## src/rtl/sram_ctl_pkg.sv

```systemverilog
// Constants and types shared by both ends of the static memory command link.
//
// Summary of operation
// - Address captured only at rising clock edge.
// - All synchronous inputs registered on qualified edges; the memory end resamples burst order on every edge.
// - Edges ignored while clock qualifier is high.
// - Active-low lane selects act only with strobe.
// - Write strobe sampled only on qualified edges.
// - Controller holds strobe low to start write.
// - Advance high increments the burst counter.
// - Advance low loads the presented address.
// - Controller loads fresh address after deselect.
// - First select active low, sampled on edge.
// - Second select active high, sampled on edge.
// - Third select active low, sampled on edge.
// - Qualifier high holds state, never deselects.
// - Burst order interleaved when high, linear low.
// - Data outputs float on write, deselect, resume.
package sram_ctl_pkg;
    localparam int ADDR_W = 18;
    localparam int LANES = 4;
    localparam int BYTE_W = 9;
    localparam int DATA_W = LANES * BYTE_W;
    localparam logic [1:0] BURST_ONE = 2'h1;
    localparam logic [2:0] CMD_IDLE = 3'h0;
    localparam logic [LANES-1:0] LANES_OFF = 4'hf;

    typedef enum logic [1:0] {
        CYC_DESELECT = 2'b00,
        CYC_READ = 2'b01,
        CYC_WRITE = 2'b10
    } cyc_t;

    typedef struct packed {
        logic write;
        logic step;
        logic [ADDR_W-1:0] addr;
        logic [LANES-1:0] lanes_n;
        logic [DATA_W-1:0] data;
    } cmd_t;

    // Next burst address in the two low bits.
    function automatic logic [1:0] burst_next(input logic [1:0] start,
                                              input logic [1:0] count,
                                              input logic interleave);
        logic [1:0] c;
        c = count + BURST_ONE;
        return interleave ? (start ^ c) : (start + c);
    endfunction
endpackage

```

## src/rtl/sram_ctl_if.sv

```systemverilog
// Pin-level link between the memory controller and the memory command front end.
`timescale 1ns/1ps
`default_nettype none
interface sram_ctl_if;
    import sram_ctl_pkg::*;
    logic [ADDR_W-1:0] addr;
    logic [LANES-1:0] lane_write_sel_n;
    logic write_strobe_n;
    logic burst_step_or_load;
    logic clock_qualifier_n;
    logic select_first_n;
    logic select_second;
    logic select_third_n;
    logic burst_interleave;
    logic [DATA_W-1:0] host_data;
    logic host_data_oe;
    logic [DATA_W-1:0] dev_data;
    logic dev_data_oe;
    wire [DATA_W-1:0] data_bus = dev_data_oe ? dev_data : host_data;

    modport device (
        input addr, lane_write_sel_n, write_strobe_n, burst_step_or_load,
        input clock_qualifier_n, select_first_n, select_second,
        input select_third_n, burst_interleave, data_bus,
        output dev_data, dev_data_oe
    );
    modport host (
        output addr, lane_write_sel_n, write_strobe_n, burst_step_or_load,
        output clock_qualifier_n, select_first_n, select_second,
        output select_third_n, burst_interleave, host_data, host_data_oe,
        input data_bus
    );
endinterface
`default_nettype wire

```

## src/rtl/cmd_fifo.sv

```systemverilog
// Parameterised valid/ready FIFO for queued controller commands.
`timescale 1ns/1ps
`default_nettype none
module cmd_fifo #(
    parameter int WIDTH = 8,
    parameter int DEPTH = 4
) (
    input wire logic sys_clk,
    input wire logic rst,
    input wire logic in_valid,
    output logic in_ready,
    input wire logic [WIDTH-1:0] in_data,
    output logic out_valid,
    input wire logic out_ready,
    output logic [WIDTH-1:0] out_data
);
    localparam int PW = $clog2(DEPTH);
    // The pointer arithmetic only wraps correctly for powers of two.
    if (DEPTH < 2 || (1 << PW) != DEPTH) begin : g_depth_check
        $error("cmd_fifo depth must be a power of two");
    end
    logic [WIDTH-1:0] mem [DEPTH];
    logic [PW:0] wr_ptr;
    logic [PW:0] rd_ptr;
    wire push = in_valid && in_ready;
    wire pop = out_valid && out_ready;
    wire [PW:0] fill = wr_ptr - rd_ptr;
    assign in_ready = fill != (PW+1)'(DEPTH);
    assign out_valid = wr_ptr != rd_ptr;
    assign out_data = mem[rd_ptr[PW-1:0]];

    always_ff @(posedge sys_clk) begin
        if (push) begin
            mem[wr_ptr[PW-1:0]] <= in_data;
        end
    end
    always_ff @(posedge sys_clk or posedge rst) begin
        if (rst) begin
            wr_ptr <= '0;
            rd_ptr <= '0;
        end else begin
            wr_ptr <= wr_ptr + (PW+1)'(push);
            rd_ptr <= rd_ptr + (PW+1)'(pop);
        end
    end
endmodule
`default_nettype wire

```

## src/rtl/sram_cmd_host.sv

```systemverilog
// Controller end: queues commands and drives them onto the memory pins.
`timescale 1ns/1ps
`default_nettype none
module sram_cmd_host
    import sram_ctl_pkg::*;
#(
    parameter int FIFO_DEPTH = 4
) (
    input wire logic sys_clk,
    input wire logic rst,
    sram_ctl_if.host link,
    input wire logic cmd_valid,
    output logic cmd_ready,
    input wire logic cmd_write,
    input wire logic cmd_step,
    input wire logic [ADDR_W-1:0] cmd_addr,
    input wire logic [LANES-1:0] cmd_lanes_n,
    input wire logic [DATA_W-1:0] cmd_data,
    input wire logic hold,
    input wire logic interleave
);
    import sram_ctl_pkg::*;
    cmd_t in_cmd;
    cmd_t q_cmd;
    logic q_valid;
    logic was_deselect;
    assign in_cmd = '{write: cmd_write, step: cmd_step, addr: cmd_addr,
                      lanes_n: cmd_lanes_n, data: cmd_data};
    // Holding the qualifier stalls the queue, so back-pressure reaches users.
    wire take = q_valid && !hold;
    cmd_fifo #(.WIDTH($bits(cmd_t)), .DEPTH(FIFO_DEPTH)) u_fifo (
        .sys_clk(sys_clk),
        .rst(rst),
        .in_valid(cmd_valid),
        .in_ready(cmd_ready),
        .in_data(in_cmd),
        .out_valid(q_valid),
        .out_ready(!hold),
        .out_data(q_cmd)
    );
    wire step_ok = q_cmd.step && !was_deselect;

    always_ff @(posedge sys_clk or posedge rst) begin
        if (rst) begin
            link.addr <= '0;
            link.lane_write_sel_n <= LANES_OFF;
            link.write_strobe_n <= 1'b1;
            link.burst_step_or_load <= 1'b0;
            link.clock_qualifier_n <= 1'b0;
            link.select_first_n <= 1'b1;
            link.select_second <= 1'b0;
            link.select_third_n <= 1'b1;
            link.burst_interleave <= 1'b1;
            link.host_data <= '0;
            link.host_data_oe <= 1'b0;
            was_deselect <= 1'b1;
        end else begin
            link.burst_interleave <= interleave;
            link.clock_qualifier_n <= hold;
            if (!hold) begin
                link.select_first_n <= !take;
                link.select_second <= take;
                link.select_third_n <= !take;
                link.write_strobe_n <= !(take && q_cmd.write);
                link.burst_step_or_load <= take && step_ok;
                link.addr <= q_cmd.addr;
                link.lane_write_sel_n <= take && q_cmd.write ?
                                         q_cmd.lanes_n : LANES_OFF;
                link.host_data <= q_cmd.data;
                link.host_data_oe <= take && q_cmd.write;
                was_deselect <= !take;
            end
        end
    end
endmodule
`default_nettype wire

```

## src/flat_wrapper.sv

```systemverilog
// flat-port wrapper written by rule: the top's interface ports become plain ports
module sram_cmd_host_flat import sram_ctl_pkg::*;
#(
    parameter int FIFO_DEPTH = 4
)
  (sys_clk, rst, cmd_valid, cmd_ready, cmd_write, cmd_step, cmd_addr, cmd_lanes_n, cmd_data, hold, interleave, link_addr, link_lane_write_sel_n, link_write_strobe_n, link_burst_step_or_load, link_clock_qualifier_n, link_select_first_n, link_select_second, link_select_third_n, link_burst_interleave, link_host_data, link_host_data_oe);
  sram_ctl_if link_i ();
  input wire logic sys_clk;
  input wire logic rst;
  input wire logic cmd_valid;
  output logic cmd_ready;
  input wire logic cmd_write;
  input wire logic cmd_step;
  input wire logic [ADDR_W-1:0] cmd_addr;
  input wire logic [LANES-1:0] cmd_lanes_n;
  input wire logic [DATA_W-1:0] cmd_data;
  input wire logic hold;
  input wire logic interleave;
  output wire logic [$bits(link_i.addr)-1:0] link_addr;
  output wire logic [$bits(link_i.lane_write_sel_n)-1:0] link_lane_write_sel_n;
  output wire logic [$bits(link_i.write_strobe_n)-1:0] link_write_strobe_n;
  output wire logic [$bits(link_i.burst_step_or_load)-1:0] link_burst_step_or_load;
  output wire logic [$bits(link_i.clock_qualifier_n)-1:0] link_clock_qualifier_n;
  output wire logic [$bits(link_i.select_first_n)-1:0] link_select_first_n;
  output wire logic [$bits(link_i.select_second)-1:0] link_select_second;
  output wire logic [$bits(link_i.select_third_n)-1:0] link_select_third_n;
  output wire logic [$bits(link_i.burst_interleave)-1:0] link_burst_interleave;
  output wire logic [$bits(link_i.host_data)-1:0] link_host_data;
  output wire logic [$bits(link_i.host_data_oe)-1:0] link_host_data_oe;
  assign link_addr = link_i.addr;
  assign link_lane_write_sel_n = link_i.lane_write_sel_n;
  assign link_write_strobe_n = link_i.write_strobe_n;
  assign link_burst_step_or_load = link_i.burst_step_or_load;
  assign link_clock_qualifier_n = link_i.clock_qualifier_n;
  assign link_select_first_n = link_i.select_first_n;
  assign link_select_second = link_i.select_second;
  assign link_select_third_n = link_i.select_third_n;
  assign link_burst_interleave = link_i.burst_interleave;
  assign link_host_data = link_i.host_data;
  assign link_host_data_oe = link_i.host_data_oe;
  sram_cmd_host #(.FIFO_DEPTH(FIFO_DEPTH)) u_core (.sys_clk(sys_clk), .rst(rst), .link(link_i), .cmd_valid(cmd_valid), .cmd_ready(cmd_ready), .cmd_write(cmd_write), .cmd_step(cmd_step), .cmd_addr(cmd_addr), .cmd_lanes_n(cmd_lanes_n), .cmd_data(cmd_data), .hold(hold), .interleave(interleave));
endmodule
```

## config.mk

```make
export PLATFORM = sky130hd
export DESIGN_NAME = sram_cmd_host_flat
export DESIGN_NICKNAME = d
export VERILOG_FILES = /design/src/rtl/sram_ctl_pkg.sv /design/src/rtl/sram_ctl_if.sv /design/src/rtl/cmd_fifo.sv /design/src/rtl/sram_cmd_host.sv /design/src/flat_wrapper.sv
export SDC_FILE = /design/constraint.sdc
export NUM_CORES = 1
export LEC_CHECK = 0
export CAP_MARGIN = 20
export CORE_MARGIN = 2
export CORE_UTILIZATION = 50
export DETAILED_ROUTE_END_ITERATION = 8
export DONT_BUFFER_PORTS = 1
export PLACE_DENSITY_LB_ADDON = 0.2
export SYNTH_ARGS = -nofsm -noshare
export SYNTH_HDL_FRONTEND = slang
export SYNTH_SLANG_ARGS = --single-unit
```

## constraint.sdc

```tcl
create_clock -name sys_clk -period 11.7 [get_ports sys_clk]
set_input_delay 1.755 -clock sys_clk [delete_from_list [all_inputs] [get_ports sys_clk]]
set_output_delay 1.755 -clock sys_clk [all_outputs]
set_load 0.005 [all_outputs]
```

==> results of run 1 <==
final cells by class:
| class | instances | area [µm²] | area share (%) |
|---|---|---|---|
| Clock inverter | 18 | 238 | 1.86 |
| Multi-Input combinational cell | 253 | 2260 | 17.6 |
| Timing Repair Buffer | 7 | 65.1 | 0.509 |
| Inverter | 12 | 46.3 | 0.362 |
| Clock buffer | 38 | 822 | 6.43 |
| Sequential cell | 311 | 9000 | 70.4 |
| Tap cell | 285 | 357 | 2.79 |
cells in the mapped netlist:
cell type	n	area share (%)
a2bb2oi_1	4	0.31
xnor2_1	1	0.077
a2111oi_1	4	0.35
nor2b_1	1	0.055
buf_4	2	0.13
nand2_1	164	5.4
a21o_1	2	0.13
xnor2_2	1	0.14
mux4_2	60	12
o211a_1	1	0.088
buf_6	1	0.098
xor2_1	3	0.23
a32o_1	1	0.088
a21oi_1	4	0.18
dfstp_2	7	1.6
dfrtp_1	64	14
inv_1	12	0.39
clkbuf_1	14	0.46
edfxtp_1	240	63
buf_12	2	0.35
buf_1	3	0.098
ha_1	6	0.66
and2_1	1	0.055
buf_2	7	0.31
worst max-delay path, cell delays in order, from the launching register on:
cell,delay [ns]
dfrtp_4,1.05
inv_1,0.12
ha_1,0.23
nor2b_1,0.14
xnor2_1,0.33
nand2_1,0.18
sequential cells by signal (all words and copies together) (netlist names):
| name | cells |
|---|---|
| u_core.link.lane_write_sel_n | 4 |
| u_core.link.write_strobe_n | 1 |
| u_core.link.host_data_oe | 1 |
| u_core.link.clock_qualifier_n | 1 |
| u_core.u_fifo.wr_ptr | 3 |
| u_core.link.burst_step_or_load | 1 |
| u_core.link.host_data | 36 |
| u_core.link.addr | 18 |
| u_core.link.burst_interleave | 1 |
| u_core.link.select_second | 1 |
| u_core.u_fifo.rd_ptr | 3 |
| u_core.u_fifo.mem | 240 |
| u_core.link.select_first_n | 1 |
per-layer routing:
metal | vias to the layer above | track usage (%) | wire, µm
met5 | - | 0 | 0
met2 | 131 | 29.0 | 10100
met3 | 32 | 5.79 | 1750
li1 | 2300 | - | -
met1 | 2702 | 21.7 | 8020
met4 | 0 | 4.50 | 379
power breakdown:
| group | internal (mW) | total, mW | switching, mW |
|---|---|---|---|
| Sequential | 1.54 | 1.76 | 0.214 |
| Clock | 0.627 | 1.01 | 0.381 |
| Combinational | 0.318 | 0.646 | 0.328 |
final timing paths:
kind                                               to                        from
max                                         cmd_ready     u_core.u_fifo.rd_ptr[1]
min                        u_core.link.write_strobe_n  u_core.link.write_strobe_n
min in group asynchronous   u_core.link.select_second                         rst
max reg2reg                  u_core.u_fifo.mem[3][36]     u_core.u_fifo.rd_ptr[1]
max in group asynchronous     u_core.u_fifo.rd_ptr[0]                         rst
min reg2reg                u_core.link.write_strobe_n  u_core.link.write_strobe_n
kinds of logic after synthesis:
kind of cell / Yosys count
AO/OA/AOI/OAI: 16
XOR/XNOR: 5
adder cells (fa/ha/maj): 6
buffers and inverters: 41
flip-flops: 311
multiplexers: 60
AND/OR/NAND/NOR: 166
==> impl_metrics.json, run 1 <==
{
  "final_common_cell": "edfxtp_1",
  "grt_pass1_vias": 5645,
  "root_buffer": "clkbuf_16",
  "rr_worst_depth": 6,
  "die_area_um2": 24100,
  "overflow": 0,
  "pin_count": 132,
  "finalCritPeriodShare_pct": 37.1,
  "ys_seq_area_share_pct": 78.6,
  "die_x_um": 155,
  "syn_area_per_cell_um2": 18.9,
  "ctsResizeCount": 0,
  "hold_ws_ns": 0.474,
  "finalClockSkew_ns": 0.00937,
  "cp_max_fo": 62,
  "synth_xor_area_share_pct": 0.448,
  "stdcell_area_um2": 12800,
  "drt_first_pass_iters": 4,
  "clk_latency_ns": 0.54,
  "vias_per_cell": 5.59,
  "drive_gt1_share_pct": 20.7,
  "cts_made_buffers": 30,
  "antennaDiodeCount": 0,
  "pre_cts_slack_ns": 7.88,
  "cts_setup_buffers": 0,
  "p_total_mw": 3.41,
  "syn-instance-count": 605,
  "clkSinkCount": 311,
  "io_buffers": 0,
  "peakVddDrop_v": 0.000157,
  "slew_headroom_pct": 36.0,
  "critPathRequiredTime_ns": 9.95,
  "max_freq_mhz": 230,
  "areaGrowthSynthToFinish_pct": 11.8,
  "num_rows": 55,
  "ys_warn_count": 0,
  "dp_cells": 868,
  "powerDensity_nw_per_um2": 267,
  "finalNetCount": 686,
  "rsz0062_at_grt": "false",
  "drv_cap": 0,
  "place_area_um2": 11700,
  "holdBufCountCts": 0,
  "outcome": "finished clean",
  "synth-seq-cells": 311,
  "synth_fa_ha_area_share_pct": 0.656,
  "finalNonFillerCells": 924,
  "tightest_slew_ns": 0.960,
  "cts_tree": "done",
  "critPathLaunchType": "flop",
  "post-route-drc-count": 0,
  "min_period_ns": 4.35,
  "crit_path_end_kind": "output port",
  "r2r_slack_ns": 8.26,
  "num_vias": 5165,
  "grt_antenna_before_repair": 0,
  "die_h_um": 155,
  "p_leak_nw": 4.66,
  "place_hpwl_mm": 11.6,
  "htree_levels": 1,
  "synth_cell_type_count": 24,
  "drtIter0Drc": 294,
  "drtAntennaViolNets": 0,
  "synth_compound_area_share_pct": 1.14,
  "wl_mm": 20.2,
  "synthMuxAreaShare_pct": 11.8,
  "syn-num-nets": 676,
  "grt_usage_pct": 17.2,
  "grt_max_degree": 63,
  "hp-class": "reg2reg",
  "core_area_um2": 22600,
  "holdPathStages": 2,
  "post_synth_and_or_nand_nor_area_fraction_pct": 5.49,
  "final_util_pct": 56.6,
  "synth_top_family_by_area": "multiplexers",
  "maxSlewViolCount": 0,
  "setup-violations-final": 0,
  "setup_tns_ns": 0,
  "gp_congestion": 0.734,
  "hold_viol": 0,
  "start_util_pct": 50.7,
  "syn_area_um2": 11400,
  "worstPathArrival_ns": 2.59,
  "clk_pin_slew_ns": 0.06,
  "setup_ws_ns": 7.35,
  "fill_cells": 1678,
  "clock_path_buffers": 3,
  "grt_pass1_wl_mm": 31.5,
  "wl_per_cell_um": 21.9,
  "final_cell_mix": "edfxtp_1 (240), nand2_1 (164), dfrtp_1 (62)",
  "critical_path_class": "reg2out"
}
Power figures use the tool's default switching activity.
==> run 2: changes to the inputs <==
==> constraint.sdc (replaced) <==
create_clock -name sys_clk -period 4.33 [get_ports sys_clk]
set_input_delay 0.6495 -clock sys_clk [delete_from_list [all_inputs] [get_ports sys_clk]]
set_output_delay 0.6495 -clock sys_clk [all_outputs]
set_load 0.005 [all_outputs]
==> impl_metrics.json, run 2 (same netlist as run 1, synthesis figures left out) <==
{
  "peakVddDrop_v": 0.000350,
  "crit_path_start": "u_core.u_fifo.wr_ptr[0]",
  "gp_congestion": 0.739,
  "p_total_mw": 9.50,
  "critPathRequiredTime_ns": 3.68,
  "drt_first_pass_iters": 5,
  "setup-violations-final": 0,
  "internal_power_mw": 6.89,
  "grt_pass1_wl_mm": 31.9,
  "drtIter0Drc": 359,
  "areaGrowthSynthToFinish_pct": 13.2,
  "grt_usage_pct": 17.6,
  "reg2reg_to": "u_core.u_fifo.mem[0][43]",
  "finalNonFillerCells": 931,
  "wl_mm": 20.6,
  "die_x_um": 155,
  "clock_path_buffers": 3,
  "post-route-drc-count": 0,
  "pwr-share-comb_pct": 21.3,
  "grt_antenna_before_repair": 0,
  "critical_path_class": "reg2out",
  "final_cell_mix": "edfxtp_1 (240), nand2_1 (164), dfrtp_1 (62)",
  "p_switching_mw": 2.61,
  "finalNetCount": 692,
  "rsz0062_at_grt": "false",
  "rr_worst_depth": 6,
  "drive_gt1_share_pct": 22.1,
  "holdPathStages": 0,
  "cts_setup_buffers": 0,
  "cts_made_buffers": 31,
  "final_common_cell": "edfxtp_1",
  "drtAntennaViolNets": 0,
  "core_area_um2": 22600,
  "grt_max_degree": 63,
  "cp-endpoint": "cmd_ready",
  "dp_cells": 873,
  "maxSlewViolCount": 0,
  "wl_per_cell_um": 22.1,
  "pin_count": 132,
  "critPathLaunchType": "flop",
  "setup_tns_ns": 0,
  "r2r_slack_ns": 1.53,
  "max_freq_mhz": 309,
  "clk_latency_ns": 0.56,
  "power_switching_share_pct": 27.5,
  "clk_pin_slew_ns": 0.06,
  "die_area_um2": 24100,
  "hold_ws_ns": 0.0892,
  "io_buffers": 0,
  "regToRegStartpoint": "u_core.u_fifo.wr_ptr[0]",
  "place_hpwl_mm": 12.1,
  "htree_levels": 1,
  "grt_pass1_vias": 5608,
  "root_buffer": "clkbuf_16",
  "finalCritPeriodShare_pct": 74.8,
  "finalClockSkew_ns": 0.0215,
  "worstPathArrival_ns": 2.59,
  "slew_headroom_pct": 33.8,
  "hold_viol": 0,
  "tightest_slew_ns": 0.986,
  "num_vias": 5166,
  "outcome": "finished clean",
  "num_rows": 55,
  "cts_tree": "done",
  "vias_per_cell": 5.55,
  "hp-class": "in2reg",
  "die_h_um": 155,
  "holdBufCountCts": 0,
  "cp_max_fo": 6,
  "powerDensity_nw_per_um2": 733,
  "overflow": 0,
  "ctsResizeCount": 0,
  "p_leak_nw": 4.70,
  "drv_cap": 0,
  "start_util_pct": 50.7,
  "largest_reg_flops": 240,
  "min_period_ns": 3.24,
  "antennaDiodeCount": 0,
  "seqPwrFrac_pct": 48.0,
  "clockPowerShare_pct": 30.7,
  "crit_path_end_kind": "output port",
  "clkSinkCount": 311
}
==> run 2: worst min-delay path by stage <==
stage,startpoint,endpoint,slack (ns)
after global placement,u_core.link.write_strobe_n,u_core.link.write_strobe_n,0.47
final,interleave,u_core.link.burst_interleave,0.09
after global routing,interleave,u_core.link.burst_interleave,0.07
after detailed placement,u_core.link.write_strobe_n,u_core.link.write_strobe_n,0.47
after CTS,interleave,u_core.link.burst_interleave,0.07
after floorplan,u_core.link.write_strobe_n,u_core.link.write_strobe_n,0.46
==> run 2: layout make-up <==
| type | count | area, µm² |
|---|---|---|
| fill | 1672 | 9620 |
| inverter | 12 | 46.3 |
| clock inverter | 23 | 340 |
| clock buffer | 35 | 811 |
| tap | 285 | 357 |
| multi-input combinational | 253 | 2310 |
| sequential | 311 | 9000 |
| timing repair buffer | 12 | 90.1 |
==> run 2: worst max-delay path: stages, from the launching register on <==
cell	delay, ns
dfrtp_1	0.48
inv_1	0.19
ha_1	0.24
nor2b_1	0.14
xnor2_1	0.77
nand2_1	0.23
==> run 2: power groups by stage <==
stage          Clock, mW  Sequential (mW)  Combinational, mW
2_1_floorplan          0             4.54               1.65
6_report            2.91             4.56               2.02
3_3_place_gp           0             4.59               2.03
5_1_grt             3.09             4.65               2.24
3_5_place_dp           0             4.63               2.07
4_1_cts             2.98             4.58               2.08
==> run 2: metal layers <==
| metal | vias up | GRT usage (%) | part of all wire (%) |
|---|---|---|---|
| met2 | 130 | 29.3 | 50 |
| met5 | - | 0 | 0 |
| met4 | 0 | 4.59 | 2.0 |
| li1 | 2306 | - | - |
| met3 | 34 | 5.46 | 7.4 |
| met1 | 2696 | 22.7 | 41 |
==> run 2: per-stage QoR <==
| step | cell area (µm²) | utilization, % | setup WS, ns |
|---|---|---|---|
| finish | 12900 | 57.4 | 1.09 |
| global route | 12900 | 57.4 | 0.951 |
| CTS | 12900 | 57.4 | 1.04 |
| detailed placement | 11800 | 52.3 | 1.51 |
| global placement | 11800 | 52.3 | 1.65 |
| floorplan | 11500 | - | -1.34 |
==> run 3: changes to the inputs <==
--- a/config.mk
+++ b/config.mk
@@ -5,6 +5,7 @@
 export SDC_FILE = /design/constraint.sdc
 export NUM_CORES = 1
 export LEC_CHECK = 0
+export ABC_AREA = 1
 export CAP_MARGIN = 20
 export CORE_MARGIN = 2
 export CORE_UTILIZATION = 50
==> constraint.sdc (replaced) <==
create_clock -name sys_clk -period 3.05 [get_ports sys_clk]
set_input_delay 0.4575 -clock sys_clk [delete_from_list [all_inputs] [get_ports sys_clk]]
set_output_delay 0.4575 -clock sys_clk [all_outputs]
set_load 0.005 [all_outputs]
==> impl_metrics.json, run 3 <==
{
  "ys_seq_area_share_pct": 76.3,
  "grt_antenna_before_repair": 0,
  "largest_reg_flops": 240,
  "cts_made_buffers": 31,
  "areaGrowthSynthToFinish_pct": 16.4,
  "grt_pass1_vias": 7098,
  "syn-instance-count": 956,
  "overflow": 0,
  "clk_pin_slew_ns": 0.06,
  "start_util_pct": 50.5,
  "crit_path_start": "u_core.u_fifo.rd_ptr[1]",
  "num_vias": 7002,
  "die_area_um2": 24800,
  "wl_per_cell_um": 17.5,
  "p_switching_mw": 4.46,
  "drive_gt1_share_pct": 7.49,
  "post-route-drc-count": 0,
  "synth_top_area_cell": "edfxtp_1",
  "path_depth": 10,
  "finalClockSkew_ns": 0.0145,
  "peakVddDrop_v": 0.000940,
  "die_h_um": 158,
  "slew_headroom_pct": 39.3,
  "clkSinkCount": 311,
  "cpLargestDelayFamily": "simple AND/OR/NAND/NOR gates",
  "critPathSlowestCell": "dfrtp_1",
  "async_flop_share_pct": 22.8,
  "powerDensity_nw_per_um2": 989,
  "synth-seq-cells": 311,
  "clk_latency_ns": 0.55,
  "hold_viol": 0,
  "ctsResizeCount": 0,
  "drtIter0Drc": 474,
  "final_cell_mix": "edfxtp_1 (240), nand2_1 (210), nor2_1 (172)",
  "p_leak_nw": 5.17,
  "dp_cells": 1240,
  "worst_path_most_repeated_cell": "nand2_1",
  "syn_area_um2": 11800,
  "critPathLaunchType": "flop",
  "power_switching_share_pct": 32.9,
  "syn_area_per_cell_um2": 12.3,
  "cp_max_fo": 34,
  "finalNetCount": 1088,
  "setup-violations-final": 0,
  "clockPowerShare_pct": 26.7,
  "synth_flop_cell": "edfxtp_1",
  "rr_worst_depth": 10,
  "worstPathArrival_ns": 2.67,
  "cts_tree": "done",
  "pin_count": 132,
  "drv_cap": 0,
  "ys_warn_count": 0,
  "vias_per_cell": 5.14,
  "r2r_slack_ns": 0.56,
  "max_freq_mhz": 401,
  "outcome": "finished clean",
  "synthTopCellsByCount": "edfxtp_1 (240), nand2_1 (210), nor2_1 (176), o21ai_1 (84), o21ai_0 (81)",
  "reg2reg_to": "u_core.u_fifo.mem[1][34]",
  "antennaDiodeCount": 0,
  "grt_max_degree": 121,
  "crit_path_end_kind": "flop",
  "hp-class": "in2reg",
  "critPathRequiredTime_ns": 3.23,
  "maxSlewViolCount": 0,
  "die_x_um": 158,
  "rsz0062_at_grt": "false",
  "internal_power_mw": 9.11,
  "grt_pass1_wl_mm": 37.7,
  "min_period_ns": 2.49,
  "root_buffer": "clkbuf_16",
  "synth-edff-count": 240,
  "finalNonFillerCells": 1361,
  "setup_tns_ns": 0,
  "seqPwrFrac_pct": 47.4,
  "synth.most_common_cell": "edfxtp_1",
  "synth_top_area_share_pct": 61.2,
  "critical_path_class": "reg2reg",
  "regToRegStartpoint": "u_core.u_fifo.rd_ptr[1]",
  "cts_setup_buffers": 0,
  "final_common_cell": "edfxtp_1",
  "cp-endpoint": "u_core.u_fifo.mem[1][34]",
  "drtAntennaViolNets": 0,
  "finalCritPeriodShare_pct": 81.7,
  "crit_chain": "clkinv_2 -> ha_1 -> nand2_1 -> nand2_1 -> inv_1 -> nand2_1 -> nand3_1 -> nand2_1 -> nor2_4 -> buf_4",
  "path_buf_inv": 3,
  "clock_path_buffers": 3,
  "place_hpwl_mm": 13.0,
  "tightest_slew_ns": 0.909,
  "core_area_um2": 23300,
  "pwr-share-comb_pct": 25.9,
  "gp_congestion": 0.715,
  "wl_mm": 23.8,
  "grt_usage_pct": 19.5,
  "slowest_delay_ns": 0.52,
  "synth_cell_type_count": 19,
  "synth_area_leaders": "edfxtp_1 (61%), dfrtp_1 (14%), nand2_1 (6.7%)",
  "drt_first_pass_iters": 5,
  "syn-num-nets": 1027,
  "htree_levels": 1,
  "num_rows": 56,
  "io_buffers": 0
}
## run 3: through the flow
step | power (mW) | cell area (µm²) | utilization (%) | hold WS [ns] | setup slack [ns]
final | 13.6 | 13700 | 58.8 | 0.0265 | 0.557
after global routing | 14.5 | 13700 | 58.8 | 0.00800 | 0.386
after CTS | 13.7 | 13700 | 58.8 | 0.00934 | 0.529
after detailed placement | 9.97 | 12100 | 51.9 | 0.462 | 0.552
after global placement | 9.91 | 12100 | 51.9 | 0.462 | 0.600
after floorplan | 9.02 | 11800 | - | 0.462 | -0.501
## run 3: cells by family after synthesis
logic type,count (synthesis),synth area share [%]
AOI/OAI and AO/OA,170,7.22
xor gates and xnor gates,2,0.149
adders and majority gates,6,0.637
buffers and inverters,67,2.79
DFF,311,76.3
and+or+nand+nor,400,12.9
## run 3: power by group through the flow
stage / registers, mW / clock network [mW] / logic (mW)
CTS: 6.44 / 3.69 / 3.58
finish: 6.43 / 3.63 / 3.51
global placement: 6.50 / 0 / 3.41
floorplan: 6.41 / 0 / 2.60
detailed placement: 6.52 / 0 / 3.45
global route: 6.56 / 3.85 / 4.06
## run 3: worst min path at each step
stage / start / endpoint / depth (start not counted)
4_1_cts: hold / u_core.link.host_data[35] / 2
2_1_floorplan: interleave / u_core.link.burst_interleave / 0
5_1_grt: hold / u_core.link.addr[17] / 2
6_report: hold / u_core.link.host_data[35] / 2
3_5_place_dp: interleave / u_core.link.burst_interleave / 0
3_3_place_gp: interleave / u_core.link.burst_interleave / 0
## run 3: layer usage
metal / global-route usage [%] / share of wire (%) / up-vias
li1: - / - / 3404
met1: 26.1 / 44 / 3404
met2: 33.8 / 49 / 169
met3: 3.69 / 5.5 / 25
met4: 3.72 / 1.2 / 0
met5: 0 / 0 / -
## run 3: area by class of cell
type                       count  area, µm²
inverter                      15       60.1
fill                        1848       9620
clock inverter                16        125
sequential                   311       9000
clock buffer                  42        857
multi-input combinational    578       2490
timing repair buffer          80        783
tap                          319        399
## run 3: what timing repair did
action | in CTS | in global routing
hold buffers | 63 | 0
endpoints found under the setup margin | 0 | 0
hold endpoints to repair | 280 | 0
